--- config.mk ---
export PLATFORM = sky130hd
export DESIGN_NAME = slock_spi_regs
export DESIGN_NICKNAME = d
export VERILOG_FILES = /design/src/rtl/slock_pkg.sv /design/src/rtl/slock_sync.sv /design/src/rtl/slock_spi_regs.sv
export SDC_FILE = /design/constraint.sdc
export NUM_CORES = 1
export LEC_CHECK = 0
export ABC_AREA = 1
export BUFFER_PORTS_ARGS = -buffer_cell sky130_fd_sc_hd__buf_2
export CORE_ASPECT_RATIO = 0.6
export CORE_MARGIN = 4
export CORE_UTILIZATION = 35
export DETAILED_ROUTE_END_ITERATION = 16
export GPL_TIMING_DRIVEN = 0
export REMOVE_ABC_BUFFERS = 1
export SLEW_MARGIN = 20
export SYNTH_ARGS = -nofsm -noshare
export SYNTH_HDL_FRONTEND = slang
export SYNTH_SLANG_ARGS = --single-unit
--- constraint.sdc ---
create_clock -name sys_clk -period 9.6 [get_ports sys_clk]
set_clock_uncertainty 0.2 [all_clocks]
set_input_delay 0.96 -clock sys_clk [delete_from_list [all_inputs] [get_ports sys_clk]]
set_output_delay 0.96 -clock sys_clk [all_outputs]
set_load 0.1 [all_outputs]
--- src/rtl/slock_pkg.sv ---
package slock_pkg;

    localparam int ADDR_W    = 7;
    localparam int DATA_W    = 8;
    localparam int COUNT_W   = 6;
    localparam int LOCK_BITS = 7;
    localparam int SCRATCH_N = 4;
    localparam int WR_SLOTS  = 3;

    // register offsets
    localparam logic [6:0] ADDR_SCRATCH_FIRST = 7'h06;
    localparam logic [6:0] ADDR_SCRATCH_LAST  = 7'h09;
    localparam logic [6:0] ADDR_LOCK          = 7'h0a;
    localparam logic [6:0] ADDR_IDENTITY      = 7'h7e;

    // protected areas, index = lock bit
    localparam logic [6:0][6:0] LOCK_LO = {
        7'h68, 7'h50, 7'h40, 7'h30, 7'h20, 7'h10, 7'h06
    };
    localparam logic [6:0][6:0] LOCK_HI = {
        7'h6f, 7'h5f, 7'h4f, 7'h3f, 7'h2f, 7'h1f, 7'h09
    };

    // field positions
    localparam int RO_FLAG_BIT   = 0;
    localparam int LOCK_RSVD_BIT = 7;

    // reset values
    localparam logic [7:0] SCRATCH_RESET = 8'h00;
    localparam logic [6:0] LOCK_RESET    = 7'h00;

    // frame lengths in bits
    localparam logic [5:0] FRAME_SHORT  = 6'h10;
    localparam logic [5:0] FRAME_MID    = 6'h18;
    localparam logic [5:0] FRAME_LONG   = 6'h20;
    localparam logic [5:0] BYTE_BITS    = 6'h08;
    localparam logic [5:0] ECHO_AFTER   = 6'h20;
    localparam logic [5:0] COUNT_MAX    = 6'h3f;

    typedef enum logic [1:0] {
        SLOCK_IDLE   = 2'b00,
        SLOCK_SHIFT  = 2'b01,
        SLOCK_COMMIT = 2'b10
    } slock_state_t;

endpackage

--- src/rtl/slock_sync.sv ---
`timescale 1ns/1ps

module slock_sync #(
    parameter int WIDTH = 1
) (
    input  wire logic             sys_clk,
    input  wire logic             rst_n,
    input  wire logic [WIDTH-1:0] async_in,
    output logic      [WIDTH-1:0] sync_out
);

    logic [WIDTH-1:0] stage_a;

    // two flops per bit; the first is read by the second only
    always_ff @(posedge sys_clk or negedge rst_n) begin
        if (!rst_n) begin
            stage_a  <= '0;
            sync_out <= '0;
        end else begin
            stage_a  <= async_in;
            sync_out <= stage_a;
        end
    end

endmodule // slock_sync

--- src/rtl/slock_spi_regs.sv ---
`timescale 1ns/1ps

// Notes on behaviour
// [RULE_01] select low active; output floats when high
// [RULE_02] sample on falling, shift on rising edge
// [RULE_03] master idles clock low; pin pulled down
// [RULE_04] 8-bit registers with 7-bit addresses
// [RULE_05] first byte address plus read-only lsb
// [RULE_06] read-only flag set: no register changes
// [RULE_07] 24/32-bit frames auto-increment the address
// [RULE_08] addressed contents shifted out, full duplex
// [RULE_09] unimplemented or overflow writes silently dropped
// [RULE_10] bad write length aborts, sets failure flag
// [RULE_11] reads past 32 bits echo input
// [RULE_12] reserved bits writable, no effect
// [RULE_13] locks gate only serial writes
// [RULE_14] lock bits 0-2 guard 06-09,10-1f,20-2f
// [RULE_15] lock bits 3-6 guard 30-5f, 68-6f
// [RULE_16] lock one blocks writes; bit 7 reserved
// [RULE_17] four scratch bytes at 06h to 09h
// [RULE_18] read-only identity byte at 7eh
// [RULE_19] address space 00h to 7fh
// [RULE_20] bytes travel most significant bit first

module slock_spi_regs #(
    parameter logic [7:0] IDENTITY_VALUE = 8'h5a // arbitrary value
) (
    input  wire logic       sys_clk,
    input  wire logic       reset_n,
    input  wire logic       select_low_pin,
    input  wire logic       serial_clk_pin,
    input  wire logic       serial_in_pin,
    output logic            serial_out_pin,
    output logic            serial_out_oe,
    output logic            frame_length_failure_flag,
    input  wire logic       failure_clear,
    output logic [6:0]      lock_areas,
    output logic            ext_wr_valid,
    output logic [6:0]      ext_wr_addr,
    output logic [7:0]      ext_wr_data,
    output logic [6:0]      ext_rd_addr,
    input  wire logic [7:0] ext_rd_data
);

    logic                       rst_meta;
    logic                       rst_n;
    logic [2:0]                 pins_s;
    logic                       cs_active;
    logic                       sck_s;
    logic                       sdi_s;
    logic                       sck_prev;
    logic                       cs_prev;
    logic                       sck_fall;
    logic                       sck_rise;
    logic                       cs_start;
    logic                       cs_end;
    slock_pkg::slock_state_t    state;
    slock_pkg::slock_state_t    next_state;
    logic [5:0]                 bit_count;
    logic [7:0]                 shift_in;
    logic [7:0]                 next_byte;
    logic [6:0]                 frame_addr;
    logic                       read_only;
    logic [7:0]                 wr_bytes [slock_pkg::WR_SLOTS];
    logic [7:0]                 out_shift;
    logic                       length_ok;
    logic [1:0]                 commit_idx;
    logic [1:0]                 commit_last;
    logic [7:0]                 wr_sum;
    logic [7:0]                 rd_sum;
    logic [1:0]                 rd_idx;
    logic [7:0]                 rd_data;
    logic                       wr_allowed;
    logic [7:0]                 scratch [slock_pkg::SCRATCH_N];
    logic [6:0]                 lock_reg;
    logic                       echo_on;

    // reset release through two flops
    always_ff @(posedge sys_clk or negedge reset_n) begin
        if (!reset_n) begin
            rst_meta <= 1'b0;
            rst_n    <= 1'b0;
        end else begin
            rst_meta <= 1'b1;
            rst_n    <= rst_meta;
        end
    end

    slock_sync #(
        .WIDTH (3)
    ) u_pin_sync (
        .sys_clk  (sys_clk),
        .rst_n    (rst_n),
        .async_in ({~select_low_pin, serial_clk_pin, serial_in_pin}),
        .sync_out (pins_s)
    );

    assign cs_active = pins_s[2]; // see [RULE_01]
    assign sck_s     = pins_s[1];
    assign sdi_s     = pins_s[0];

    // edge finding on the sampled serial clock and select
    always_ff @(posedge sys_clk or negedge rst_n) begin
        if (!rst_n) begin
            sck_prev <= 1'b0; // see [RULE_03]
            cs_prev  <= 1'b0;
        end else begin
            sck_prev <= sck_s;
            cs_prev  <= cs_active;
        end
    end

    assign sck_fall = sck_prev & ~sck_s & cs_active; // see [RULE_02]
    assign sck_rise = ~sck_prev & sck_s & cs_active; // see [RULE_02]
    assign cs_start = cs_active & ~cs_prev;
    assign cs_end   = ~cs_active & cs_prev;

    function automatic logic area_locked(input logic [6:0] a,
                                         input logic [6:0] lk);
        logic hit;
        hit = 1'b0;
        for (int i = 0; i < slock_pkg::LOCK_BITS; i++) begin
            if (lk[i] && a >= slock_pkg::LOCK_LO[i] &&
                a <= slock_pkg::LOCK_HI[i]) begin
                hit = 1'b1; // see [RULE_14] see [RULE_15] see [RULE_16]
            end
        end
        return hit;
    endfunction

    assign length_ok = (bit_count == slock_pkg::FRAME_SHORT) ||
                       (bit_count == slock_pkg::FRAME_MID) ||
                       (bit_count == slock_pkg::FRAME_LONG); // see [RULE_10]

    // frame sequencing
    always_comb begin
        next_state = state;
        unique case (state)
            slock_pkg::SLOCK_IDLE: begin
                if (cs_start) begin
                    next_state = slock_pkg::SLOCK_SHIFT;
                end
            end
            slock_pkg::SLOCK_SHIFT: begin
                if (cs_end) begin
                    if (!read_only && length_ok) begin // see [RULE_06]
                        next_state = slock_pkg::SLOCK_COMMIT;
                    end else begin
                        next_state = slock_pkg::SLOCK_IDLE;
                    end
                end
            end
            slock_pkg::SLOCK_COMMIT: begin
                if (commit_idx == commit_last) begin
                    next_state = slock_pkg::SLOCK_IDLE;
                end
            end
            default: begin
                next_state = slock_pkg::SLOCK_IDLE;
            end
        endcase
    end

    always_ff @(posedge sys_clk or negedge rst_n) begin
        if (!rst_n) begin
            state <= slock_pkg::SLOCK_IDLE;
        end else begin
            state <= next_state;
        end
    end

    // input shifting, msb first
    assign next_byte = {shift_in[6:0], sdi_s}; // see [RULE_20]

    always_ff @(posedge sys_clk or negedge rst_n) begin
        if (!rst_n) begin
            bit_count  <= '0;
            shift_in   <= '0;
            frame_addr <= '0;
            read_only  <= 1'b0;
            for (int k = 0; k < slock_pkg::WR_SLOTS; k++) begin
                wr_bytes[k] <= '0;
            end
        end else if (cs_start) begin
            bit_count <= '0;
            read_only <= 1'b0;
        end else if (state == slock_pkg::SLOCK_SHIFT && sck_fall) begin
            shift_in <= next_byte;
            if (bit_count != slock_pkg::COUNT_MAX) begin
                bit_count <= bit_count + 6'h01; // see [RULE_10]
            end
            if (bit_count == slock_pkg::BYTE_BITS - 6'h01) begin
                frame_addr <= next_byte[7:1]; // see [RULE_04] see [RULE_05]
                read_only  <= next_byte[slock_pkg::RO_FLAG_BIT];
            end else if (bit_count[2:0] == 3'h7 &&
                         bit_count < slock_pkg::FRAME_LONG) begin
                wr_bytes[bit_count[4:3] - 2'h1] <= next_byte; // see [RULE_07]
            end
        end
    end

    // read side: byte n of the frame shows register addr + n - 1
    assign rd_idx      = bit_count[4:3] - 2'h1;
    assign rd_sum      = {1'b0, frame_addr} + {6'h00, rd_idx}; // see [RULE_07]
    assign ext_rd_addr = rd_sum[6:0];

    always_comb begin
        rd_data = 8'h00;
        if (rd_sum[7]) begin
            rd_data = 8'h00; // see [RULE_19]
        end else if (rd_sum[6:0] >= slock_pkg::ADDR_SCRATCH_FIRST &&
                     rd_sum[6:0] <= slock_pkg::ADDR_SCRATCH_LAST) begin
            rd_data = scratch[2'(rd_sum[6:0] -
                                 slock_pkg::ADDR_SCRATCH_FIRST)];
        end else if (rd_sum[6:0] == slock_pkg::ADDR_LOCK) begin
            rd_data = {1'b0, lock_reg}; // see [RULE_16] see [RULE_12]
        end else if (rd_sum[6:0] == slock_pkg::ADDR_IDENTITY) begin
            rd_data = IDENTITY_VALUE; // see [RULE_18]
        end else begin
            rd_data = ext_rd_data;
        end
    end

    assign echo_on = read_only && bit_count >= slock_pkg::ECHO_AFTER;

    // output shifting, full duplex with the input
    always_ff @(posedge sys_clk or negedge rst_n) begin
        if (!rst_n) begin
            out_shift      <= '0;
            serial_out_pin <= 1'b0;
        end else if (cs_start) begin
            out_shift      <= '0;
            serial_out_pin <= 1'b0;
        end else if (state == slock_pkg::SLOCK_SHIFT) begin
            if (echo_on) begin
                serial_out_pin <= sdi_s; // see [RULE_11]
            end else if (sck_rise) begin
                if (bit_count[2:0] == 3'h0 &&
                    bit_count >= slock_pkg::BYTE_BITS &&
                    bit_count < slock_pkg::FRAME_LONG) begin
                    serial_out_pin <= rd_data[7]; // see [RULE_08]
                    out_shift      <= {rd_data[6:0], 1'b0};
                end else begin
                    serial_out_pin <= out_shift[7]; // see [RULE_20]
                    out_shift      <= {out_shift[6:0], 1'b0};
                end
            end
        end
    end

    assign serial_out_oe = cs_active; // see [RULE_01]

    // commit of a well-formed write after select release
    assign commit_last = bit_count[4:3] - 2'h2;
    assign wr_sum      = {1'b0, frame_addr} + {6'h00, commit_idx};
    assign wr_allowed  = (state == slock_pkg::SLOCK_COMMIT) && !wr_sum[7] &&
                         !area_locked(wr_sum[6:0], lock_reg); // see [RULE_13]

    always_ff @(posedge sys_clk or negedge rst_n) begin
        if (!rst_n) begin
            commit_idx <= '0;
        end else if (state == slock_pkg::SLOCK_COMMIT) begin
            commit_idx <= commit_idx + 2'h1;
        end else begin
            commit_idx <= '0;
        end
    end

    generate
        for (genvar g = 0; g < slock_pkg::SCRATCH_N; g++) begin : g_scratch
            always_ff @(posedge sys_clk or negedge rst_n) begin
                if (!rst_n) begin
                    scratch[g] <= slock_pkg::SCRATCH_RESET;
                end else if (wr_allowed && wr_sum[6:0] ==
                             slock_pkg::ADDR_SCRATCH_FIRST + 7'(g)) begin
                    scratch[g] <= wr_bytes[commit_idx]; // see [RULE_17]
                end
            end
        end
    endgenerate

    always_ff @(posedge sys_clk or negedge rst_n) begin
        if (!rst_n) begin
            lock_reg <= slock_pkg::LOCK_RESET;
        end else if (wr_allowed && wr_sum[6:0] == slock_pkg::ADDR_LOCK) begin
            lock_reg <= wr_bytes[commit_idx][6:0]; // see [RULE_12]
        end
    end

    assign lock_areas = lock_reg;

    // writes to other addresses go out; unused ones are simply dropped
    always_ff @(posedge sys_clk or negedge rst_n) begin
        if (!rst_n) begin
            ext_wr_valid <= 1'b0;
            ext_wr_addr  <= '0;
            ext_wr_data  <= '0;
        end else begin
            ext_wr_valid <= wr_allowed && // see [RULE_09]
                !(wr_sum[6:0] >= slock_pkg::ADDR_SCRATCH_FIRST &&
                  wr_sum[6:0] <= slock_pkg::ADDR_LOCK) &&
                wr_sum[6:0] != slock_pkg::ADDR_IDENTITY; // see [RULE_18]
            ext_wr_addr  <= wr_sum[6:0];
            ext_wr_data  <= wr_bytes[commit_idx];
        end
    end

    // failure flag: set wins over clear
    always_ff @(posedge sys_clk or negedge rst_n) begin
        if (!rst_n) begin
            frame_length_failure_flag <= 1'b0;
        end else if (state == slock_pkg::SLOCK_SHIFT && cs_end &&
                     !read_only && !length_ok) begin
            frame_length_failure_flag <= 1'b1; // see [RULE_10]
        end else if (failure_clear) begin
            frame_length_failure_flag <= 1'b0;
        end
    end

endmodule // slock_spi_regs

==> impl_metrics.json, run 1 <==
{
  "tritoncts": "built",
  "clock_path_buffers": 2,
  "grt_start_max_net_pins": 50,
  "via_per_inst": 4.994,
  "rsz0062_at_grt": "no",
  "dr.pass1.iters": 6,
  "synth_area_leader_cell": "dfrtp_1",
  "combPwrFrac_pct": 8.8,
  "die_w_um": 179.8,
  "die_h_um": 111.1,
  "grt_pass1_wl_um": 26880,
  "grt_pass1_vias": 4696,
  "worstSetupPathType": "reg -> out",
  "multi_input_area_um2": 2705,
  "ff2ff_setup_slack_ns": 5.54,
  "core_area_um2": 17270,
  "timing.final.crit_share_pct": 42.55,
  "vias": 5209,
  "path_max_fanout": 8,
  "crit_required_ns": 8.44,
  "synth_xor_xnor_area_share_pct": 0.1413,
  "synthFlopType": "dfrtp_1",
  "synth_area_leaders": "dfrtp_1, nand2_1, nand4_1, inv_1, o21ai_0",
  "setup_viol": 0,
  "layout.nets": 822,
  "synthDistinctLibCells": 40,
  "ys_warn_count": 0,
  "critPathCaptureType": "primary output",
  "cts_buffers": 17,
  "start_kind": "register",
  "detail_route.wl_per_cell_um": 16.06,
  "drive_above_1_share_pct": 14.73,
  "startpoint": "bit_count[3]$_DFFE_PN0P_",
  "power.total_mw": 1.372,
  "synth_edf_count": 0,
  "cts_setup_buffers": 0,
  "root_buffer": "clkbuf_16",
  "muxShareOfSynthArea_pct": 1.292,
  "initial_utilization_pct": 35.90,
  "antenna_found_initial": 0,
  "r2r_cells": 14,
  "hpwl_um": 11830,
  "timing.hold.ws_ns": 0.08989,
  "synthAdderAreaFrac_pct": 2.866,
  "place.gp.congestion": 0.8429,
  "p_clk_share_pct": 51.2,
  "synth-simple-area-share_pct": 30.46,
  "p_int_mw": 1.023,
  "async_flop_share_pct": 100.0,
  "die-area_um2": 19970,
  "r2r_start": "commit_idx[0]$_DFF_PN0_",
  "final_antenna_net_count": 0,
  "p_sw_share_pct": 25.44,
  "ys_ff_latch": 123,
  "maxCapViolCount": 0,
  "fin_tns_setup_ns": 0,
  "overflow": 0,
  "fillers": 1697,
  "synth.avg_cell_area_um2": 8.254,
  "hold_class": "reg -> async",
  "yosysSeqAreaShare_pct": 49.66,
  "cts_resized": 0,
  "synth_top_area_share_pct": 49.66,
  "slew_violations": 0,
  "synthCells": 751,
  "fp-row-count": 37,
  "grt_usage_pct": 17.05,
  "peakVddDrop_v": 0.0001080,
  "clkTransAtPathRegs_ns": 0.06,
  "netlist_area_um2": 6198,
  "max_freq_mhz": 244.8,
  "htree_levels": 4,
  "drc": 0,
  "synth_top_family_by_area": "simple AND/OR/NAND/NOR gates",
  "hold_viol": 0,
  "arrival_ns": 2.92,
  "power_density_nw_per_um2": 187.6,
  "worstMarginPinSlew_ns": 0.9805,
  "wirelength_um": 16750,
  "period_needed_ns": 4.085,
  "synth-compound-area-share_pct": 8.821,
  "ioPinCount": 47,
  "drtIter0Drc": 517,
  "placement.io_buffers": 46,
  "p_leak_nw": 3.601,
  "r2r_end": "scratch[8]$_DFFE_PN0P_",
  "p_seq_share_pct": 40.0,
  "status": "complete, no violations",
  "seq_area_um2": 3082,
  "clock_latency_ns": 0.42,
  "hold_buffers": 0,
  "syn_to_final_growth_pct": 17.99,
  "slew_headroom_pct": 34.48,
  "p_sw_mw": 0.3491,
  "clkSinkCount": 123
}
## critical path, cell delays in order (launching register included)
cell and delay (ns):
dfrtp_1 0.49, inv_1 0.18, ha_1 0.40, fa_1 0.46, inv_1 0.07, nand2_1 0.06, o21bai_1 0.15, nand2_1 0.11
inv_1 0.13, buf_2 0.45
## routing by layer
| metal | wire length, um | track usage (%) | vias up | share of wire (%) |
|---|---|---|---|---|
| met4 | 125 | 3.551 | 0 | 0.75 |
| met5 | 0 | 0 | - | 0 |
| met3 | 1475 | 5.672 | 16 | 8.8 |
| met1 | 8786 | 27.89 | 2461 | 52 |
| met2 | 6365 | 21.03 | 163 | 38 |
| li1 | - | - | 2569 | - |
## metrics by stage
stage                     util (%)  cells  instance area, um^2  setup slack (ns)
after floorplan                  -    727                 6076             5.720
after global placement       38.21   1007                 6599             4.236
after detailed placement     38.51   1009                 6650             5.585
after CTS                    42.29   1041                 7303             5.521
after global routing         42.34   1042                 7311             5.231
final                        42.35   1043                 7313             5.515
## sequential cells by signal (all words and copies together), names as in the netlist, 2 cells and up
| register | count |
|---|---|
| state | 2 |
| wr_bytes | 24 |
| u_pin_sync.sync_out | 3 |
| bit_count | 6 |
| frame_addr | 7 |
| ext_wr_data | 8 |
| shift_in | 7 |
| u_pin_sync.stage_a | 3 |
| ext_wr_addr | 7 |
| scratch | 32 |
| lock_areas | 7 |
| commit_idx | 2 |
| out_shift | 7 |
## kinds of logic after synthesis
| kind of cell | after synthesis |
|---|---|
| AO/OA/AOI/OAI | 94 |
| other | 1 |
| multiplexers | 8 |
| AND/OR/NAND/NOR | 409 |
| buffers and inverters | 102 |
| XOR/XNOR | 1 |
| adder cells (fa/ha/maj) | 13 |
| flip-flops | 123 |
## cells in the final DEF (no fill, tap or decap), types with 3 or more instances in the layout
master,n
inv_2,4
buf_2,46
bufinv_16,4
nor3_1,3
clkbuf_8,3
clkinv_4,4
nand4_1,46
a21oi_1,17
nor2_1,23
nand3_1,47
ha_1,11
nor2_2,6
clkbuf_16,17
mux2i_1,8
nand3_2,8
nand2_1,259
o22ai_1,9
dfrtp_1,122
inv_1,73
o21ai_0,51
a32o_1,8
nand2_2,7
clkinvlp_4,3
## layout make-up
type / count / area share, %
Sequential cell: 123 / 42.14
Multi-Input combinational cell: 526 / 36.99
Clock buffer: 20 / 6.382
Inverter: 78 / 4.003
Tap cell: 234 / 4.003
Timing Repair Buffer: 49 / 3.901
Clock inverter: 12 / 2.549
Antenna cell: 1 / 0.03422
## Yosys cell counts, types with 2 or more instances
cell and instances:
nand2_1 259, dfrtp_1 123, inv_1 73, o21ai_0 51
nand3_1 47, nand4_1 46, nor2_1 23, a21oi_1 17
clkbuf_1 12, ha_1 11, o22ai_1 9, a32o_1 8
mux2i_1 8, nand3_2 8, nand2_2 7, nor2_2 6
buf_2 5, buf_4 5, inv_2 4, nor3_1 3
fa_1 2, nor2_4 2, nor3_4 2, o21ai_2 2
o21bai_1 2, or2_2 2
## how the worst max path moves through the flow
stage | to | cells after the start
finish | ext_rd_addr[6] | 9
global route | scratch[14]$_DFFE_PN0P_ | 14
CTS | ext_rd_addr[6] | 9
detailed placement | scratch[9]$_DFFE_PN0P_ | 14
global placement | scratch[13]$_DFFE_PN0P_ | 0
floorplan | bit_count[0]$_DFFE_PN0P_ | 0
## power by group through the flow
stage	sequential (mW)	clock [mW]	combinational (mW)
global route	0.551	0.739	0.137
finish	0.549	0.702	0.121
detailed placement	0.558	0	0.120
global placement	0.565	0	0.110
floorplan	0.567	0	0.0732
CTS	0.549	0.713	0.121
No activity file was read; power rests on OpenSTA's default activity.
==> run 2, diff against run 1 <==
Clock period 9.6 ns to 3.42 ns, I/O delays scaled along.
==> impl_metrics.json, run 2 (synthesized netlist as in run 1, its figures left out) <==
{
  "clkSinkCount": 123,
  "status": "complete, no violations",
  "fin_tns_setup_ns": 0,
  "combPwrFrac_pct": 9.1,
  "layout_commonest_cell": "nand2_1",
  "seq_area_um2": 3087,
  "slew_violations": 0,
  "drive_above_1_share_pct": 17.65,
  "p_leak_nw": 3.729,
  "hold_class": "in -> async",
  "fillers": 1675,
  "via_per_inst": 5.065,
  "max_freq_mhz": 304.0,
  "drc": 0,
  "power.total_mw": 3.867,
  "top_register": "scratch",
  "grt_use_met2_pct": 21.76,
  "slew_headroom_pct": 31.02,
  "maxCapViolCount": 0,
  "start_kind": "register",
  "hpwl_um": 11830,
  "critPathCaptureType": "register",
  "instances_no_fill": 1068,
  "use_met1_pct": 28.52,
  "place_inst": 1009,
  "die-area_um2": 19970,
  "syn_to_final_growth_pct": 23.21,
  "power_density_nw_per_um2": 506.4,
  "period_needed_ns": 3.290,
  "setup_viol": 0,
  "p_int_mw": 2.877,
  "wirelength_um": 17770,
  "worstMarginPinSlew_ns": 1.035,
  "root_buffer": "clkbuf_16",
  "placement.io_buffers": 46,
  "final_antenna_net_count": 0,
  "dr.pass1.iters": 5,
  "dpl_cell_area_um2": 6650,
  "p_sw_share_pct": 25.60,
  "grt_usage_pct": 17.52,
  "cp_cell_sequence": "ha_1, fa_1, nand2_2, inv_2, nand3_1, nand2_4, nor2_4, nand3_1, nor2_4, nor2_8, buf_4, nand4_1, nand2_1",
  "antenna_found_initial": 0,
  "grt_pass1_vias": 4797,
  "detail_route.wl_per_cell_um": 16.63,
  "reg_top3": "scratch (32), wr_bytes (24), ext_wr_data (8)",
  "overflow": 0,
  "clkTransAtPathRegs_ns": 0.06,
  "initial_utilization_pct": 35.90,
  "htree_levels": 4,
  "tritoncts": "built",
  "arrival_ns": 3.39,
  "largest_reg_flops": 32,
  "vias": 5409,
  "peakVddDrop_v": 0.0003077,
  "timing.final.crit_share_pct": 96.19,
  "die_w_um": 179.8,
  "slowest_delay_ns": 0.55,
  "core_area_um2": 17270,
  "stdcell_area_um2": 7637,
  "fp-row-count": 37,
  "grt_start_max_net_pins": 50,
  "rsz0062_at_grt": "no",
  "post-route-util_pct": 44.23,
  "drtIter0Drc": 529,
  "die_h_um": 111.1,
  "hold_viol": 0,
  "startpoint": "commit_idx[0]$_DFF_PN0_",
  "r2r_start": "commit_idx[0]$_DFF_PN0_",
  "p_clk_share_pct": 51.1,
  "layout.nets": 847,
  "busiest_layer": "met1",
  "grtUsageMet3_pct": 5.934,
  "path_max_fanout": 9,
  "crit_required_ns": 3.52,
  "place.gp.congestion": 0.8429,
  "multi_input_area_um2": 2820,
  "p_sw_mw": 0.9901,
  "cts_buffers": 17,
  "crit_slowest_cell": "dfrtp_4",
  "layout_common_cells": "nand2_1, dfrtp_1, inv_1",
  "ioPinCount": 47,
  "clock_latency_ns": 0.42,
  "worstSetupPathType": "reg -> reg",
  "p_seq_share_pct": 39.9,
  "grt_pass1_wl_um": 27510,
  "clock_path_buffers": 2
}
run 2: changes by cell type in the layout (fill, tap and decap cells not counted), sizes merged:
cell,change
buf,+14
clkbuf,+2
dlygate4sd3,+5
nor2,+4
run 2: worst paths after layout:
kind / cells after the start / slack, ns / to
max: 13 / 0.13 / lock_areas[2]$_DFFE_PN0P_
min: 2 / 0.04 / rst_n$_DFF_PN0_
max reg2reg: 13 / 0.13 / lock_areas[2]$_DFFE_PN0P_
min reg2reg: 0 / 0.09 / wr_bytes[13]$_DFFE_PN0P_
max in group asynchronous: 1 / 2.33 / ext_wr_data[0]$_DFF_PN0_
min in group sys_clk: 0 / 0.15 / rst_n$_DFF_PN0_
run 2: repair_timing:
action                                 4_1_cts  5_1_grt
pin swaps                                    2        6
cloned                                       2        2
buffers inserted                             1       15
hold buffers                                 5        0
endpoints found under the hold margin        6        0
setup endpoints to repair                   49       52
gates resized for setup                      6       21
run 2: final cells by class:
cell class / count / share of cell area, %
Tap cell: 234 / 3.834
Clock buffer: 20 / 6.111
Antenna cell: 1 / 0.03277
Multi-Input combinational cell: 530 / 36.93
Inverter: 78 / 3.883
Timing Repair Buffer: 70 / 6.356
Clock inverter: 12 / 2.441
Sequential cell: 123 / 40.42
run 2: per-stage QoR:
stage               worst slack (ns)  hold WS [ns]
floorplan                    -0.4605       -0.1536
global placement              -1.944      -0.07117
detailed placement           -0.5946      -0.06917
CTS                         0.006269       0.03265
global route                 0.01664       0.03538
finish                        0.1303       0.03934
run 2: metal layers:
layer,part of all wire (%),vias up
li1,-,2626
met1,51,2552
met2,38,216
met3,9.8,15
met4,0.69,0
met5,0,-
run 2: critical path, delay by kind of cell, from the launching register on:
| kind | cells | cell delay (ns) |
|---|---|---|
| flops | 1 | 0.55 |
| buf+inv | 2 | 0.24 |
| simple gates | 9 | 1.48 |
| fa+ha+maj | 2 | 0.69 |
run 2: power by group through the flow:
stage	clock [mW]	sequential, mW	combinational [mW]
detailed placement	0	1.57	0.338
global route	2.07	1.55	0.393
CTS	2.00	1.54	0.345
floorplan	0	1.59	0.206
finish	1.97	1.54	0.351
global placement	0	1.59	0.310
